## config.mk

```make
export PLATFORM = sky130hd
export DESIGN_NAME = dspcc_regs
export DESIGN_NICKNAME = d
export VERILOG_FILES = /design/src/core/dspcc_pkg.sv /design/src/core/dspcc_clk_div.sv /design/src/core/dspcc_regs.sv
export SDC_FILE = /design/constraint.sdc
export NUM_CORES = 1
export LEC_CHECK = 0
export ABC_AREA = 1
export ABC_CLOCK_PERIOD_IN_PS = 5600
export BUFFER_PORTS_ARGS = -buffer_cell sky130_fd_sc_hd__clkbuf_2
export CELL_PAD_IN_SITES_DETAIL_PLACEMENT = 0
export CELL_PAD_IN_SITES_GLOBAL_PLACEMENT = 2
export CORE_AREA = 4 4 272 194
export DETAILED_ROUTE_END_ITERATION = 16
export DIE_AREA = 0 0 276 198
export GPL_ROUTABILITY_DRIVEN = 1
export PLACE_DENSITY = 0.86
export RECOVER_POWER = 25
export SETUP_SLACK_MARGIN = 0.3
export SLEW_MARGIN = 20
export SYNTH_ARGS = -nofsm -noshare
export SYNTH_HDL_FRONTEND = slang
export SYNTH_SLANG_ARGS = --single-unit
```

## constraint.sdc

```tcl
create_clock -name mclk -period 5.6 [get_ports mclk]
set_clock_uncertainty 0.05 [all_clocks]
set_input_delay 1.12 -clock mclk [delete_from_list [all_inputs] [get_ports mclk]]
set_output_delay 1.12 -clock mclk [all_outputs]
set_load 0.01 [all_outputs]
```

## src/core/dspcc_pkg.sv

```systemverilog
// Shared constants for the DSP core control register block
package dspcc_pkg;

    // Clock and rate scaling
    localparam int MCLK_KHZ = 20000;
    localparam int RATE_UNITS_PER_MHZ = 64;
    localparam logic [15:0] SRC_RATE_UNITS =
        16'(MCLK_KHZ * RATE_UNITS_PER_MHZ / 1000);

    // Register map, byte addresses
    localparam logic [31:0] SUBSYS_BASE = 32'h0020_0000;
    localparam logic [31:0] OFF_RATE_REQ = 32'h00b8_0000;
    localparam logic [31:0] OFF_RATE_ACT = 32'h00b8_0008;
    localparam logic [31:0] OFF_SUBSYS_RST = 32'h00b8_0010;
    localparam logic [31:0] OFF_ARB_RESYNC = 32'h00b8_0050;
    localparam logic [31:0] OFF_CORE_CTRL = 32'h00bc_1000;
    localparam logic [31:0] OFF_ARB_SELECT = 32'h00bc_5a00;

    // Field positions
    localparam int CORE_RUN_BIT = 0;
    localparam int CORE_RESET_BIT = 9;
    localparam int SUBSYS_RST_BIT = 0;
    localparam int ARB_RESYNC_BIT = 0;

    // Reset values
    localparam logic [15:0] RATE_REQ_RESET = 16'h0000;
    localparam logic [7:0] ARB_SELECT_RESET = 8'h00;
    localparam logic CORE_RUN_RESET = 1'b0;

    // Core starts fetching here after every reset
    localparam logic [31:0] PM_BASE_ADDR = 32'h0000_0000;

    // Stream arbiter masters and interrupt groups
    localparam int ARB_MASTERS = 8;
    localparam int ERR_EVENTS = 7;
    localparam int GP_IRQS = 4;
    localparam int PROF_EVENTS = 2;

endpackage

```

## src/core/dspcc_clk_div.sv

```systemverilog
// Integer divider making the DSP clock enable pulse from mclk
`timescale 1ns/1ps
`default_nettype none
module dspcc_clk_div (
    // Clock and reset
    input wire logic clk,
    input wire logic rst_n,
    // Control
    input wire logic restart,
    input wire logic [15:0] divisor,
    // Output
    output logic tick
);
    logic [15:0] cnt_reg;
    logic [15:0] cnt_next;
    logic tick_next;

    always_comb begin
        cnt_next = cnt_reg;
        tick_next = 1'b0;
        // Divisor of zero means no clock at all
        if (restart || divisor == 16'h0000) begin
            cnt_next = 16'h0000;
        end else if (cnt_reg >= divisor - 16'h0001) begin
            cnt_next = 16'h0000;
            tick_next = 1'b1;
        end else begin
            cnt_next = cnt_reg + 16'h0001;
        end
    end

    always_ff @(posedge clk or negedge rst_n) begin
        if (!rst_n) begin
            cnt_reg <= 16'h0000;
            tick <= 1'b0;
        end else begin
            cnt_reg <= cnt_next;
            tick <= tick_next;
        end
    end
endmodule
`default_nettype wire

```

## src/core/dspcc_regs.sv

```systemverilog
// DSP core control and status registers with reset and clock control
`timescale 1ns/1ps
`default_nettype none
// How it works
// - Registers decoded at subsystem base plus offset
// - Sixteen-bit rate request, 1/64 MHz units
// - DSP clock is integer division of source
// - Achieved rate readable, valid while core enabled
// - Subsystem reset clears core, arbiters, NMI, watchdog
// - Resync resets only selected arbiter masters
// - Eight select bits, one per master
// - Bit nine pulse resets core alone
// - Bit zero enables firmware execution
// - Error and event lines to interrupt controller
// - Firmware drives general-purpose interrupt lines
// - Non-maskable interrupt to core for failures
// - Core held reset while disabled, boots at base
// - Register access needs no DSP clock
module dspcc_regs
    import dspcc_pkg::*;
(
    // Clock and reset
    input wire logic mclk,
    input wire logic reset_n,
    // Host register port
    input wire logic wr_en,
    input wire logic [31:0] wr_addr,
    input wire logic [31:0] wr_data,
    input wire logic rd_en,
    input wire logic [31:0] rd_addr,
    output logic [31:0] rd_data,
    output logic rd_valid,
    // Core and subsystem status inputs
    input wire logic [ARB_MASTERS-1:0] arb_master_active,
    input wire logic [ERR_EVENTS-1:0] core_err_events,
    input wire logic [GP_IRQS-1:0] fw_gp_irq,
    input wire logic [PROF_EVENTS-1:0] prof_done,
    input wire logic nmi_request,
    // Core control outputs
    output logic core_run,
    output logic core_reset,
    output logic [31:0] core_boot_addr,
    output logic core_nmi,
    output logic dsp_clk_en,
    // Subsystem reset outputs
    output logic [ARB_MASTERS-1:0] arb_reset,
    output logic nmi_cfg_reset,
    output logic wdt_reset,
    // Device interrupt controller lines
    output logic [ERR_EVENTS-1:0] irq_err,
    output logic [GP_IRQS-1:0] irq_gp,
    output logic [PROF_EVENTS-1:0] irq_prof
);
    ////////////////////////////////////////////////////////////////////
    logic rst_meta_reg;
    logic rst_n_reg;

    always_ff @(posedge mclk or negedge reset_n) begin
        if (!reset_n) begin
            rst_meta_reg <= 1'b0;
            rst_n_reg <= 1'b0;
        end else begin
            rst_meta_reg <= 1'b1;
            rst_n_reg <= rst_meta_reg;
        end
    end

    ////////////////////////////////////////////////////////////////////
    logic [15:0] rate_req_reg, rate_req_next;
    logic [15:0] rate_act_reg, rate_act_next;
    logic [7:0] arb_select_reg, arb_select_next;
    logic core_run_reg, core_run_next;
    logic [31:0] rd_data_next;
    logic rd_valid_next;
    logic wr_req, wr_soft, wr_arb, wr_core, wr_sel;
    logic soft_pulse, resync_pulse, core_pulse;
    logic [15:0] div_n;

    // Full address compare: base plus offset
    assign wr_req = wr_en && wr_addr == SUBSYS_BASE + OFF_RATE_REQ;
    assign wr_soft = wr_en && wr_addr == SUBSYS_BASE + OFF_SUBSYS_RST;
    assign wr_arb = wr_en && wr_addr == SUBSYS_BASE + OFF_ARB_RESYNC;
    assign wr_core = wr_en && wr_addr == SUBSYS_BASE + OFF_CORE_CTRL;
    assign wr_sel = wr_en && wr_addr == SUBSYS_BASE + OFF_ARB_SELECT;

    assign soft_pulse = wr_soft && wr_data[SUBSYS_RST_BIT];
    assign resync_pulse = wr_arb && wr_data[ARB_RESYNC_BIT];
    assign core_pulse = wr_core && wr_data[CORE_RESET_BIT];

    // Divide ratio; a request above the source just gets the source
    always_comb begin
        if (rate_req_reg == 16'h0000) begin
            div_n = 16'h0000;
        end else if (rate_req_reg >= SRC_RATE_UNITS) begin
            div_n = 16'h0001;
        end else begin
            div_n = SRC_RATE_UNITS / rate_req_reg;
        end
    end

    always_comb begin
        rate_req_next = rate_req_reg;
        arb_select_next = arb_select_reg;
        core_run_next = core_run_reg;
        if (wr_req) begin
            rate_req_next = wr_data[15:0];
        end
        if (wr_sel) begin
            arb_select_next = wr_data[ARB_MASTERS-1:0];
        end
        if (wr_core) begin
            core_run_next = wr_data[CORE_RUN_BIT];
        end
        // Soft reset overrides any other write in the same cycle
        if (soft_pulse) begin
            rate_req_next = RATE_REQ_RESET;
            arb_select_next = ARB_SELECT_RESET;
            core_run_next = CORE_RUN_RESET;
        end
        // Status only meaningful while the core runs
        if (core_run_reg && div_n != 16'h0000) begin
            rate_act_next = SRC_RATE_UNITS / div_n;
        end else begin
            rate_act_next = 16'h0000;
        end
    end

    ////////////////////////////////////////////////////////////////////
    // Read side: action registers read as zero
    always_comb begin
        rd_data_next = 32'h0000_0000;
        rd_valid_next = rd_en;
        if (rd_en) begin
            if (rd_addr == SUBSYS_BASE + OFF_RATE_REQ) begin
                rd_data_next[15:0] = rate_req_reg;
            end else if (rd_addr == SUBSYS_BASE + OFF_RATE_ACT) begin
                rd_data_next[15:0] = rate_act_reg;
            end else if (rd_addr == SUBSYS_BASE + OFF_CORE_CTRL) begin
                rd_data_next[CORE_RUN_BIT] = core_run_reg;
            end else if (rd_addr == SUBSYS_BASE + OFF_ARB_SELECT) begin
                rd_data_next[ARB_MASTERS-1:0] = arb_select_reg;
            end
        end
    end

    ////////////////////////////////////////////////////////////////////
    // Outputs toward the core and subsystem
    logic core_reset_next, core_nmi_next, tick, dsp_clk_en_next;
    logic [ARB_MASTERS-1:0] arb_reset_next;
    logic any_clock_user;

    always_comb begin
        // Held while disabled, plus one cycle per reset pulse
        core_reset_next = !core_run_next || core_pulse
            || soft_pulse;
        arb_reset_next = {ARB_MASTERS{soft_pulse}};
        if (resync_pulse) begin
            arb_reset_next = arb_reset_next | arb_select_reg;
        end
        core_nmi_next = nmi_request && !soft_pulse;
        // Clock only runs for a busy core or an active master
        any_clock_user = core_run_reg || (|arb_master_active);
        dsp_clk_en_next = tick && any_clock_user;
    end

    dspcc_clk_div dspcc_clk_div_i (
        .clk(mclk),
        .rst_n(rst_n_reg),
        .restart(soft_pulse),
        .divisor(div_n),
        .tick(tick)
    );

    always_ff @(posedge mclk or negedge rst_n_reg) begin
        if (!rst_n_reg) begin
            rate_req_reg <= RATE_REQ_RESET;
            rate_act_reg <= 16'h0000;
            arb_select_reg <= ARB_SELECT_RESET;
            core_run_reg <= CORE_RUN_RESET;
            rd_data <= 32'h0000_0000;
            rd_valid <= 1'b0;
            core_run <= 1'b0;
            core_reset <= 1'b1;
            core_boot_addr <= PM_BASE_ADDR;
            core_nmi <= 1'b0;
            dsp_clk_en <= 1'b0;
            arb_reset <= '0;
            nmi_cfg_reset <= 1'b0;
            wdt_reset <= 1'b0;
            irq_err <= '0;
            irq_gp <= '0;
            irq_prof <= '0;
        end else begin
            rate_req_reg <= rate_req_next;
            rate_act_reg <= rate_act_next;
            arb_select_reg <= arb_select_next;
            core_run_reg <= core_run_next;
            rd_data <= rd_data_next;
            rd_valid <= rd_valid_next;
            core_run <= core_run_next;
            core_reset <= core_reset_next;
            core_boot_addr <= PM_BASE_ADDR;
            core_nmi <= core_nmi_next;
            dsp_clk_en <= dsp_clk_en_next;
            arb_reset <= arb_reset_next;
            nmi_cfg_reset <= soft_pulse;
            wdt_reset <= soft_pulse;
            irq_err <= core_err_events;
            irq_gp <= fw_gp_irq;
            irq_prof <= prof_done;
        end
    end

    ////////////////////////////////////////////////////////////////////
    soft_clears_a: assert property (
        @(posedge mclk) disable iff (!rst_n_reg)
        soft_pulse |=> rate_req_reg == RATE_REQ_RESET
            && arb_select_reg == ARB_SELECT_RESET && !core_run_reg
    ) else $error("soft reset left control fields set");

    soft_resets_a: assert property (
        @(posedge mclk) disable iff (!rst_n_reg)
        soft_pulse |=> core_reset && wdt_reset && nmi_cfg_reset
            && arb_reset == {ARB_MASTERS{1'b1}}
    ) else $error("soft reset did not reach all parts");

    resync_mask_a: assert property (
        @(posedge mclk) disable iff (!rst_n_reg)
        resync_pulse && !soft_pulse |=> arb_reset == $past(arb_select_reg)
    ) else $error("resync hit the wrong masters");

    arb_quiet_a: assert property (
        @(posedge mclk) disable iff (!rst_n_reg)
        !resync_pulse && !soft_pulse |=> arb_reset == '0
    ) else $error("arbiter reset without request");

    core_pulse_a: assert property (
        @(posedge mclk) disable iff (!rst_n_reg)
        core_pulse |=> core_reset && !wdt_reset
    ) else $error("core reset pulse not seen alone");

    run_hold_a: assert property (
        @(posedge mclk) disable iff (!rst_n_reg)
        !core_run_reg && !wr_core |=> core_reset && !core_run
    ) else $error("core not held in reset while disabled");

    pulse_read_a: assert property (
        @(posedge mclk) disable iff (!rst_n_reg)
        rd_en && (rd_addr == SUBSYS_BASE + OFF_SUBSYS_RST
            || rd_addr == SUBSYS_BASE + OFF_ARB_RESYNC)
        |=> rd_valid && rd_data == 32'h0000_0000
    ) else $error("action register read nonzero");

    req_store_a: assert property (
        @(posedge mclk) disable iff (!rst_n_reg)
        wr_req ##1 (rd_en && rd_addr == SUBSYS_BASE + OFF_RATE_REQ)
        |=> rd_data[15:0] == $past(wr_data[15:0], 2)
    ) else $error("rate request not stored");

    act_idle_a: assert property (
        @(posedge mclk) disable iff (!rst_n_reg)
        !core_run_reg |=> rate_act_reg == 16'h0000
    ) else $error("achieved rate shown while core off");

    clk_gate_a: assert property (
        @(posedge mclk) disable iff (!rst_n_reg)
        dsp_clk_en |-> $past(core_run_reg || (|arb_master_active))
    ) else $error("DSP clock with no user");

    irq_pass_a: assert property (
        @(posedge mclk) disable iff (!rst_n_reg)
        ##1 irq_err == $past(core_err_events)
            && irq_prof == $past(prof_done)
    ) else $error("error lines not forwarded");

    gp_irq_a: assert property (
        @(posedge mclk) disable iff (!rst_n_reg)
        ##1 irq_gp == $past(fw_gp_irq)
    ) else $error("firmware interrupt lines not forwarded");

    nmi_fwd_a: assert property (
        @(posedge mclk) disable iff (!rst_n_reg)
        nmi_request && !soft_pulse |=> core_nmi
    ) else $error("non-maskable interrupt not raised");

    unmapped_a: assert property (
        @(posedge mclk) disable iff (!rst_n_reg)
        rd_en && rd_addr == OFF_CORE_CTRL |=> rd_data == 32'h0000_0000
    ) else $error("offset decoded without base");

    run_bit_a: assert property (
        @(posedge mclk) disable iff (!rst_n_reg)
        wr_core && !soft_pulse |=> core_run == $past(wr_data[CORE_RUN_BIT])
    ) else $error("run enable not taken from bit zero");

    sel_store_a: assert property (
        @(posedge mclk) disable iff (!rst_n_reg)
        wr_sel && !soft_pulse
        |=> arb_select_reg == $past(wr_data[ARB_MASTERS-1:0])
    ) else $error("master select not stored");

    nmi_soft_a: assert property (
        @(posedge mclk) disable iff (!rst_n_reg)
        soft_pulse |=> !core_nmi
    ) else $error("non-maskable interrupt through soft reset");

endmodule
`default_nettype wire

```

==> summary.txt, run 1 <==
Run status
  • Outcome: complete, but fails checks
  • Failing checks: capacitance limit, slew limit, setup timing

CTS
  • Hold Buf Count CTS: 0
  • Clock tree sinks: between 100 and 150
  • CTS tree: done
  • CTS Buf Count: 9
  • H-tree levels: 3
  • Clock transition at path regs: around 0.080 ns
  • Maximum buffer depth of the clock tree: 2
  • Clk Tree Root Cell: clkbuf_16
  • Clock Latency Late Sink: 0.37 ns

Die
  • Row count: between 60 and 70
  • Initial Util: 35.6%
  • Chip height: roughly 200 µm
  • Die span in x: 276 µm
  • Core area: 50200 µm²
  • Io pins: 214
  • Die ar.: between 50000 and 60000 µm²

Routing
  • Metal3 WL: 4750 µm
  • Drt via density: 4.98
  • Metal-1 WL: 36200 µm
  • Routed wl met2: 33100 µm
  • Final antenna-violating net count: 0
  • Routed wire per std cell: 16.2 µm
  • Highest routed layer: met4
  • Residual DRC count: 0
  • Via count: ~23000
  • WL final: 75500 µm
  • DR iter-0 viols: 1596
  • 1st-pass router iterations: 6

Worst setup path
  • Slowest CP cell: dfrtp_1
  • Delay-heaviest family, CP: compound AO/OA/AOI/OAI gates
  • Startpoint types: flip-flop
  • Worst EP arrival: ~43 ns
  • Max stage delay on crit path: 0.43 ns
  • CP Class: reg -> reg
  • Most frequent CP cell: a21oi_2
  • CP endpoint kind: flip-flop
  • Worst path required time: 5.81 ns
  • CP Max Fanout: 8
  • CP Buf/Inv Count: 67

Synthesis
  • Syn avg cell area: approximately 6.5 µm²
  • Seq/Total Area, Yosys: 14.3%
  • Asr flop ratio synth: 100%
  • #FFs+latches synth: 102
  • Post-Syn Instances: 2762
  • Cell variety after synth: 60
  • Ys Warns: 0
  • Most used DFF post-synth: dfrtp_1
  • Syn Std Cell Area: 17900 µm²
  • Number of synthesized flops with an enable pin: 0

Pwr
  • Leakage: 16.9 nW
  • Cell Pwr Density: 49.2 nW/µm²
  • NetSw: about 0.00040 W
  • Clk pwr share: 43.5%
  • VDD IR max: 134 µV
  • Reg power frac: 49.9%
  • Sw frac: 26.8%
  • Gate power share: 6.6%
  • Internal: 0.00110 W

STA
  • Max-slew violation count: between 60 and 70
  • Final setup violation count: 32
  • Least-Margin Pin Slew: 1.71 ns
  • Part of the cycle the worst path needs: 768%
  • Setup TNS: -666.44 ns
  • Final WS setup: -37.41 ns
  • Final min period: about 43 ns
  • RSZ-0062 raised after global routing: yes
  • Final Hold Vio Count: 0
  • Fmax: 23.2 MHz
  • Worst slew margin: -14.3%

Place
  • Placed Cells: 4371
  • Dpl hpwl: roughly 57000 µm
  • Placer Congestion: 0.924
  • Post-place setup slack: -38.10 ns
  • IO Port Bufs: 149

Final layout
  • Share of cells above drive strength 1: a little under half
  • Nets: about 4400
  • Layout area overhead: 70.7%
  • Fin cells: 4673
  • # diodes: 0

Job
  • Max-cap violations: 1

Global routing
  • Largest net degree at the start of global routing: 68
  • First-pass GRT wire length: 115000 µm
  • Tot GR Track Use: 25.6%
  • Initial antenna violation count: 0
  • Total grt overflow: 0
  • Via count of the first global-routing pass: 22233

Min path
  • Hold WC Path Type: reg -> reg
layout by cell type (no fill, tap or decap), drive strengths merged, types with 6 or more instances in the layout:
master	n
o21bai	26
or2	23
a21o	11
xor2	109
nand4	30
conb	53
clkbuf	159
o22ai	26
xnor2	69
nor3b	9
o21ai	216
and2	14
nor4	15
nor3	47
dfrtp	101
nor2	273
clkinv	6
nand3	156
buf	1106
a21oi	215
ha	259
a211oi	13
inv	369
a31oi	13
nand3b	9
o31ai	11
nand2	627
power groups by stage:
| stage | sequential [W] | clock (W) | combinational [W] |
|---|---|---|---|
| 2_1_floorplan | 0.000772 | 0 | 0.0000545 |
| 3_3_place_gp | 0.000764 | 0 | 0.0000966 |
| 3_5_place_dp | 0.000764 | 0 | 0.0000986 |
| 4_1_cts | 0.000749 | 0.000665 | 0.0000991 |
| 5_1_grt | 0.000751 | 0.000697 | 0.000111 |
| 6_report | 0.000749 | 0.000653 | 0.0000989 |
worst register-to-register path, delay by kind of cell (launching register included):
family / cells / cell delay, ns
compound gates: 112 / 15.61
xor+xnor: 4 / 0.75
fa+ha+maj: 30 / 8.17
buf+inv: 67 / 5.42
flops: 1 / 0.43
simple gates: 129 / 12.44
final timing paths:
path / depth (start not counted) / slack [ns] / start / endpoint
max in group asynchronous: 1 / 2.59 / rst_n_reg / rate_req_reg[9]
hold / removal: 0 / 0.32 / rst_meta_reg / rst_n_reg
setup / recovery: 342 / -37.41 / rate_req_reg[1] / rate_act_reg[0]
setup reg to reg: 342 / -37.41 / rate_req_reg[1] / rate_act_reg[0]
min in group asynchronous: 1 / 0.48 / reset_n / rst_meta_reg
hold reg to reg: 0 / 0.32 / rst_meta_reg / rst_n_reg
final cells by class:
type | instances | area, µm²
Timing Repair Buffer | 1256 | 9310
Multi-Input combinational cell | 2255 | 16000
Fill cell | 4444 | 19700
Clock inverter | 7 | 86.3
Clock buffer | 9 | 225
Tap cell | 674 | 843
Inverter | 368 | 1450
Sequential cell | 102 | 2550
Timing Repair inverter | 2 | 16.3
what timing repair did:
| item | in CTS | in global routing |
|---|---|---|
| cloned | 6 | 0 |
| pin swaps | 182 | 241 |
| buffers inserted | 198 | 82 |
| gates resized for setup | 254 | 259 |
| setup endpoints to repair | 32 | 32 |
cells in the mapped netlist, types with 44 or more instances:
cell	instances	area, µm²
nand2_1	600	2250
nor3_1	44	220
dfrtp_1	101	2530
nor2_1	254	953
xor2_1	109	955
o21ai_0	158	791
buf_4	54	405
xnor2_1	69	604
ha_1	259	3240
a21oi_1	210	1050
inv_1	358	1340
nand3_1	139	696
per-stage QoR:
stage | hold slack, ns | util [%] | instance area [µm²] | total power, W
after floorplan | 0.281 | - | 18900 | 0.000827
final | 0.322 | 60.8 | 30500 | 0.00150
after global routing | 0.338 | 60.8 | 30500 | 0.00156
after detailed placement | 0.247 | 51.6 | 25900 | 0.000863
after global placement | 0.240 | 51.6 | 25900 | 0.000861
after CTS | 0.254 | 57.3 | 28800 | 0.00151
cell families after synthesis:
| group | Yosys count | share of synthesized area, % |
|---|---|---|
| compound gates | 554 | 17.7 |
| fa+ha+maj | 259 | 18.1 |
| simple gates | 1208 | 30.2 |
| buf+inv | 458 | 11.0 |
| xor+xnor | 178 | 8.71 |
| flops | 102 | 14.3 |
| other cells | 2 | 0.0420 |
| mux | 1 | 0.0560 |
metal layers:
layer  vias up  track usage [%]
met1     10845             37.2
met3        99             3.51
met5         -                0
li1      11573                -
met4         0             5.91
met2       759             40.4
(Power assumes the default switching activity.)
==> inputs of run 2 (changes only) <==
--- a/config.mk
+++ b/config.mk
@@ -6,15 +6,15 @@
 export NUM_CORES = 1
 export LEC_CHECK = 0
 export ABC_AREA = 1
-export ABC_CLOCK_PERIOD_IN_PS = 5600
+export ABC_CLOCK_PERIOD_IN_PS = 44900
 export BUFFER_PORTS_ARGS = -buffer_cell sky130_fd_sc_hd__clkbuf_2
 export CELL_PAD_IN_SITES_DETAIL_PLACEMENT = 0
 export CELL_PAD_IN_SITES_GLOBAL_PLACEMENT = 2
-export CORE_AREA = 4 4 272 194
+export CORE_AREA = 4 4 284 202
 export DETAILED_ROUTE_END_ITERATION = 16
-export DIE_AREA = 0 0 276 198
+export DIE_AREA = 0 0 288 206
 export GPL_ROUTABILITY_DRIVEN = 1
-export PLACE_DENSITY = 0.86
+export PLACE_DENSITY = 0.8
 export RECOVER_POWER = 25
 export SETUP_SLACK_MARGIN = 0.3
 export SLEW_MARGIN = 20
==> constraint.sdc (replaced) <==
create_clock -name mclk -period 44.9 [get_ports mclk]
set_clock_uncertainty 0.05 [all_clocks]
set_input_delay 8.98 -clock mclk [delete_from_list [all_inputs] [get_ports mclk]]
set_output_delay 8.98 -clock mclk [all_outputs]
set_load 0.01 [all_outputs]
==> run 2 against run 1 <==
Net effect: the run ends with capacitance limit, slew limit left; worst hold slack worse by 0.16 ns; register-to-register slack improved by 39 ns; die area grew 8.6%; critical path depth rose by 14; cell count decreased by 2.5%; sequential share of layout area increased by 0.36 points; clock power down 87%; design area down 4.1%; fmax is 1.8% lower; core utilization down 7.3 points; wire length fell by 6.4%; critical path type unchanged.
==> summary.txt, run 2 (synthesis gave the netlist of run 1 again) <==
STA
  • Part of the cycle the worst path needs: 97.6% (-670 points)
  • Least-Margin Pin Slew: 4.62 ns (+2.91 ns)
  • Final setup violation count: 0 (-100%)
  • Final Hold Vio Count: 0 (unchanged)
  • Worst slew margin: -208% (-190 points)
  • RSZ-0062 raised after global routing: yes
  • Final WS setup: 1.09 ns (+38.50 ns)
  • Final min period: 43.81 ns (+0.795 ns)
  • Fmax: 22.8 MHz (-1.8%)
  • Setup TNS: 0 ns (+666.44 ns)
  • Max-slew violation count: 88 (+29%)

CTS
  • CTS tree: done
  • Clock transition at path regs: 0.07 ns (about the same)
  • H-tree levels: 3 (unchanged)
  • Maximum buffer depth of the clock tree: 2 (unchanged)
  • Clk Tree Root Cell: clkbuf_16
  • Clock tree sinks: 102 (unchanged)
  • CTS Buf Count: 9 (unchanged)
  • Hold Buf Count CTS: 0 (unchanged)
  • Clock Latency Late Sink: 0.35 ns (-0.02 ns)

Final layout
  • # diodes: 0 (unchanged)
  • FILL cells: 5287 (+19%)
  • Final instance area: 29300 µm² (-4.1%)
  • FF/Latch Area: 2550 µm² (unchanged)
  • Layout area overhead: 63.7%
  • Share of cells above drive strength 1: 43.3% (-2.1 points)
  • Leading cell type in the layout, fill and taps excluded: buf_4
  • Area occupied by multi-input gates: 16100 µm² (+0.40%)
  • Commonest non-fill, non-tap cells in the layout: buf_4, nand2_1, inv_1
  • Nets: 4192 (-4.2%)

Global routing
  • Via count of the first global-routing pass: 20323 (-8.6%)
  • Largest net degree at the start of global routing: 88 (+29%)
  • Initial antenna violation count: 2 (+2)
  • Tot GR Track Use: 21.9% (-3.7 points)
  • First-pass GRT wire length: 105000 µm (-8.7%)
  • Total grt overflow: 0 (unchanged)

Worst setup path
  • CP endpoint kind: flip-flop
  • CP Max Fanout: 8 (unchanged)
  • Worst reg2reg setup slack: 1.09 ns (+38.50 ns)
  • Worst EP arrival: 44.00 ns (+0.78 ns)
  • Worst reg2reg startpoint: rate_req_reg[14]
  • Critical path origin: rate_req_reg[14]
  • Worst Setup EP: rate_act_reg[0]
  • Reg2reg path depth: 356 (+4.1%)
  • Max stage delay on crit path: 0.41 ns (-0.02 ns)
  • CP Class: reg -> reg
  • Slowest CP cell: dfrtp_1
  • Worst path required time: 45.09 ns (+39.28 ns)
  • RR Endpoint: rate_act_reg[0]
  • Most frequent CP cell: nand2_1
  • Startpoint types: flip-flop

Routing
  • Routed wire per std cell: 15.5 µm (-4.0%)
  • Via count: 22125 (-4.9%)
  • DR iter-0 viols: 1342 (-16%)
  • 1st-pass router iterations: 5 (-1)
  • Final antenna-violating net count: 0 (unchanged)
  • Residual DRC count: 0 (unchanged)
  • Drt via density: 4.86 (-2.5%)
  • WL final: 70700 µm (-6.4%)

Place
  • IO Port Bufs: 149 (unchanged)
  • Placer Congestion: 0.880 (-4.8%)
  • Cell Area, Placed: 25100 µm² (-3.4%)
  • Dpl hpwl: 54500 µm (-4.9%)
  • Post-place setup slack: -2.60 ns (+35.51 ns)

Die
  • Die ar.: 59300 µm² (+8.6%)
  • Initial Util: 32.7% (-2.9 points)
  • Io pins: 214 (unchanged)
  • Row count: 72 (+4.3%)
  • Chip height: 206 µm (+4.0%)
  • Die span in x: 288 µm (+4.3%)
  • Core area: 54800 µm² (+9.0%)

Run status
  • Outcome: complete, but fails checks
  • Failing checks: capacitance limit, slew limit

Job
  • Max-cap violations: 1 (unchanged)

Pwr
  • VDD IR max: 21.6 µV (-84%)
  • Leakage: 15.9 nW (-6.0%)
  • Cell Pwr Density: 6.41 nW/µm² (-87%)

Min path
  • Hold WC Path Type: reg -> async
==> run 2: cell types whose count changed in the layout (fill, tap and decap cells not counted), moves of 7 or more <==
cell     before  now
nand2_2      67   85
buf_4      1048  883
ha_1        194  181
buf_6        51   33
nor2_4       43   28
o21ai_4      12   20
o21ai_1      51   44
nor2_2       28   38
ha_4         60   71
nand2_1     525  511
==> run 2: metal layers <==
| metal | share of wire (%) | wire (µm) | GRT usage [%] | vias to the layer above |
|---|---|---|---|---|
| met1 | 51 | 35700 | 33.4 | 10332 |
| met3 | 5.1 | 3590 | 2.25 | 79 |
| li1 | - | - | - | 11230 |
| met5 | 0.018 | 13 | 0 | - |
| met4 | 1.5 | 1070 | 3.44 | 2 |
| met2 | 43 | 30300 | 33.8 | 482 |
==> run 2: repair_timing <==
item	in CTS	in global routing
resized for setup	162	484
buffers inserted	51	95
pin swaps	74	351
cloned	4	1
setup endpoints to repair	2	3
==> run 2: power by group <==
group | total, W | internal [W] | switching, W | leakage [nW]
combinational | 0.0000125 | 0.00000463 | 0.00000786 | 14.5
sequential | 0.0000931 | 0.0000926 | 0.000000460 | 1.23
clock | 0.0000821 | 0.0000447 | 0.0000374 | 0.152
total | 0.000188 | 0.000142 | 0.0000457 | 15.9
==> run 2: layout make-up <==
| type | count | share of cell area, % |
|---|---|---|
| Inverter | 368 | 4.88 |
| Clock inverter | 7 | 0.303 |
| Sequential cell | 102 | 8.72 |
| Timing Repair inverter | 1 | 0.0256 |
| Clock buffer | 9 | 0.769 |
| Multi-Input combinational cell | 2253 | 55.0 |
| Timing Repair Buffer | 1076 | 27.1 |
| Tap cell | 740 | 3.16 |
==> run 2: worst max-delay path, delay by kind of cell (launching register included) <==
kind,cells,cell delay [ns]
buffers and inverters,74,7.03
AND/OR/NAND/NOR,145,13.42
AO/OA/AOI/OAI,104,14.15
XOR/XNOR,4,0.65
adder cells (fa/ha/maj),29,7.77
flip-flops,1,0.41
==> run 2: stage by stage <==
stage	hold WS [ns]	total power (W)	std cells	util, %
floorplan	0.281	0.000103	2813	-
global placement	0.113	0.000107	4389	45.8
detailed placement	0.116	0.000107	4389	45.8
CTS	0.122	0.000189	4460	48.3
global route	0.229	0.000194	4556	53.5
finish	0.166	0.000188	4556	53.5
==> run 2: worst min-delay path by stage <==
stage	end	slack (ns)	cells after the start
2_1_floorplan	rst_n_reg	0.28	0
3_3_place_gp	irq_err[4]	0.11	0
3_5_place_dp	irq_gp[1]	0.12	0
4_1_cts	irq_err[2]	0.12	0
5_1_grt	irq_gp[1]	0.23	0
6_report	irq_prof[0]	0.17	0
==> inputs of run 3 (changes only) <==
--- a/config.mk
+++ b/config.mk
@@ -6,15 +6,16 @@
 export NUM_CORES = 1
 export LEC_CHECK = 0
 export ABC_AREA = 1
-export ABC_CLOCK_PERIOD_IN_PS = 44900
+export ABC_CLOCK_PERIOD_IN_PS = 52800
 export BUFFER_PORTS_ARGS = -buffer_cell sky130_fd_sc_hd__clkbuf_2
 export CELL_PAD_IN_SITES_DETAIL_PLACEMENT = 0
 export CELL_PAD_IN_SITES_GLOBAL_PLACEMENT = 2
-export CORE_AREA = 4 4 284 202
+export CORE_AREA = 4 4 272 194
+export CTS_CLUSTER_SIZE = 25
 export DETAILED_ROUTE_END_ITERATION = 16
-export DIE_AREA = 0 0 288 206
+export DIE_AREA = 0 0 276 198
 export GPL_ROUTABILITY_DRIVEN = 1
-export PLACE_DENSITY = 0.8
+export PLACE_DENSITY = 0.86
 export RECOVER_POWER = 25
 export SETUP_SLACK_MARGIN = 0.3
 export SLEW_MARGIN = 20
==> constraint.sdc (replaced) <==
create_clock -name mclk -period 52.8 [get_ports mclk]
set_clock_uncertainty 0.05 [all_clocks]
set_input_delay 10.56 -clock mclk [delete_from_list [all_inputs] [get_ports mclk]]
set_output_delay 10.56 -clock mclk [all_outputs]
set_load 0.01 [all_outputs]
==> run 3 against run 2 <==
Net effect: the flow still finishes with violations (capacitance limit, slew limit); cell count decreased by 16%; first-iteration DRC count shrank 2.3%; worst hold slack better by 0.14 ns; clock power fell by 13%; flip-flop and latch count did not move; global-route usage shrank 0.92 points; core utilization shrank 10 points; largest cell class unchanged.
==> summary.txt, run 3 (synthesis gave the netlist of run 1 again) <==
Run status
  • Outcome: complete, but fails checks
  • Failing checks: capacitance limit, slew limit

Pwr
  • Reg power frac: 49.4% (-0.2 points)
  • Internal: 0.000126 W (-12%)
  • Leakage: 12.4 nW (-22%)
  • NetSw: 0.0000354 W (-22%)
  • Gate power share: 6.3% (-0.4 points)
  • VDD IR max: 18.0 µV (-17%)
  • Final Power: 0.000161 W (-14%)
  • Sw frac: 22.0% (-2.3 points)
  • Clk pwr share: 44.3% (+0.6 points)
  • Cell Pwr Density: 7.39 nW/µm² (+15%)

Die
  • Core area: 50200 µm² (-8.3%)
  • Chip height: 198 µm (-3.9%)
  • Io pins: 214 (unchanged)
  • Row count: 69 (-4.2%)
  • Die ar.: 54600 µm² (-7.9%)
  • Initial Util: 35.6% (+2.9 points)
  • Die span in x: 276 µm (-4.2%)

Routing
  • 1st-pass router iterations: 5 (unchanged)
  • Residual DRC count: 0 (unchanged)
  • Drt via density: 4.98 (+2.6%)
  • WL final: 59600 µm (-16%)
  • Final antenna-violating net count: 0 (unchanged)
  • Routed wire per std cell: 15.5 µm (about the same)
  • Via count: 19143 (-13%)
  • DR iter-0 viols: 1311 (-2.3%)

Place
  • IO Port Bufs: 149 (unchanged)
  • Dpl hpwl: 49400 µm (-9.4%)
  • Placer Congestion: 0.875 (-0.55%)
  • Post-place setup slack: 2.35 ns (+4.95 ns)

STA
  • Least-Margin Pin Slew: 3.10 ns (-1.52 ns)
  • Final Hold Vio Count: 0 (unchanged)
  • Fmax: 20.8 MHz (-9.0%)
  • Final setup violation count: 0 (unchanged)
  • Final min period: 48.16 ns (+4.35 ns)
  • Max-slew violation count: 103 (+17%)
  • Setup TNS: 0 ns (unchanged)
  • Part of the cycle the worst path needs: 91.2% (-6.4 points)
  • RSZ-0062 raised after global routing: no
  • Worst slew margin: -107% (+100 points)
  • Final WS setup: 4.64 ns (+3.55 ns)

Final layout
  • Share of cells above drive strength 1: 19.8% (-24 points)
  • FF/Latch Area: 2550 µm² (about the same)
  • Nets: 3545 (-15%)
  • FILL cells: 5205 (-1.6%)
  • Area occupied by multi-input gates: 13800 µm² (-14%)
  • Leading cell type in the layout, fill and taps excluded: nand2_1
  • # diodes: 0 (unchanged)
  • Layout area overhead: 21.8%
  • Commonest non-fill, non-tap cells in the layout: nand2_1, inv_1, buf_4

CTS
  • Maximum buffer depth of the clock tree: 2 (unchanged)
  • Clock tree sinks: 102 (unchanged)
  • H-tree levels: 3 (unchanged)
  • Hold Buf Count CTS: 0 (unchanged)
  • CTS Buf Count: 9 (unchanged)
  • Clk Tree Root Cell: clkbuf_16
  • CTS tree: done
  • Clock Latency Late Sink: 0.34 ns (about the same)
  • Clock transition at path regs: 0.07 ns (about the same)

Worst setup path
  • Worst reg2reg startpoint: rate_req_reg[1]
  • Startpoint types: flip-flop
  • Most frequent CP cell: nand2_1
  • Critical Path Stages: 365 (+2.5%)
  • Critical path origin: rate_req_reg[1]
  • CP endpoint kind: flip-flop
  • Worst EP arrival: 48.30 ns (+4.30 ns)
  • CP Buf/Inv Count: 66 (-11%)
  • CP Max Fanout: 17 (+9)
  • Worst reg2reg setup slack: 4.64 ns (+3.55 ns)
  • Delay-heaviest family, CP: compound AO/OA/AOI/OAI gates
  • Worst path required time: 52.94 ns (+7.85 ns)
  • Reg2reg path depth: 365 (+2.5%)
  • Worst Setup EP: rate_act_reg[0]
  • Max stage delay on crit path: 0.39 ns (-0.02 ns)
  • CP Class: reg -> reg
  • Slowest CP cell: ha_1
  • RR Endpoint: rate_act_reg[0]

Global routing
  • Total grt overflow: 0 (unchanged)
  • Initial antenna violation count: 0 (-2)
  • Via count of the first global-routing pass: 17790 (-12%)
  • First-pass GRT wire length: 94700 µm (-10%)
  • Largest net degree at the start of global routing: 62 (-30%)
  • Tot GR Track Use: 21.0% (-0.92 points)

Min path
  • Hold WC Path Type: reg -> reg
  • Cells on Worst Hold Path: 0

Job
  • Max-cap violations: 2 (+1)
==> run 3: changes by cell type in the layout (fill, tap and decap cells not counted), sizes merged <==
cell / before / now
buf: 925 / 278
bufinv: 1 / 2
clkbuf: 160 / 161
inv: 370 / 367
nand2: 625 / 626
==> run 3: area by class of cell <==
class	instances	area share, %
Clock buffer	11	1.11
Clock inverter	5	0.373
Inverter	368	6.37
Multi-Input combinational cell	2254	63.4
Sequential cell	102	11.7
Tap cell	674	3.87
Timing Repair Buffer	428	13.1
Timing Repair inverter	1	0.0344
==> run 3: metal layers <==
layer,up-vias,share of wire [%],global-route usage (%)
li1,9909,-,-
met1,8726,54,33.3
met2,464,40,31.1
met3,44,5.8,2.22
met4,0,1.0,3.01
met5,-,0,0
==> run 3: per-stage QoR <==
stage               area (µm²)  utilization, %  std cells  hold slack [ns]
floorplan                18100               -       2813            0.281
global route             21800            43.4       3843            0.321
finish                   21800            43.4       3843            0.304
CTS                      21300            42.5       3817            0.266
detailed placement       21000            41.8       3801            0.266
global placement         21000            41.8       3801            0.264
==> run 3: power by group through the flow <==
stage	Sequential, W	Clock [W]	Combinational [W]
after floorplan	0.0000819	0	0.00000579
after global placement	0.0000811	0	0.0000101
after detailed placement	0.0000811	0	0.0000102
after CTS	0.0000796	0.0000725	0.0000103
after global routing	0.0000797	0.0000766	0.0000115
final	0.0000795	0.0000713	0.0000102
==> run 3: timing repair <==
action / CTS / global route
buffers inserted: 0 / 24
endpoints found under the setup margin: 0 / 2
resized for setup: 0 / 74
==> run 3: worst reg2reg max path, delay by kind of cell, from the launching register on <==
kind | cells | cell delay [ns]
simple gates | 153 | 15.47
compound gates | 113 | 16.34
flops | 1 | 0.38
xor+xnor | 3 | 0.42
buf+inv | 66 | 6.31
fa+ha+maj | 30 | 9.05
==> run 3: worst min-delay path by stage <==
| stage | startpoint | endpoint | slack (ns) |
|---|---|---|---|
| floorplan | rst_meta_reg | rst_n_reg | 0.28 |
| global placement | rst_n_reg | irq_gp[1] | 0.26 |
| detailed placement | rst_n_reg | irq_err[1] | 0.27 |
| CTS | rst_n_reg | irq_gp[1] | 0.27 |
| global route | rst_meta_reg | rst_n_reg | 0.32 |
| finish | rst_meta_reg | rst_n_reg | 0.30 |
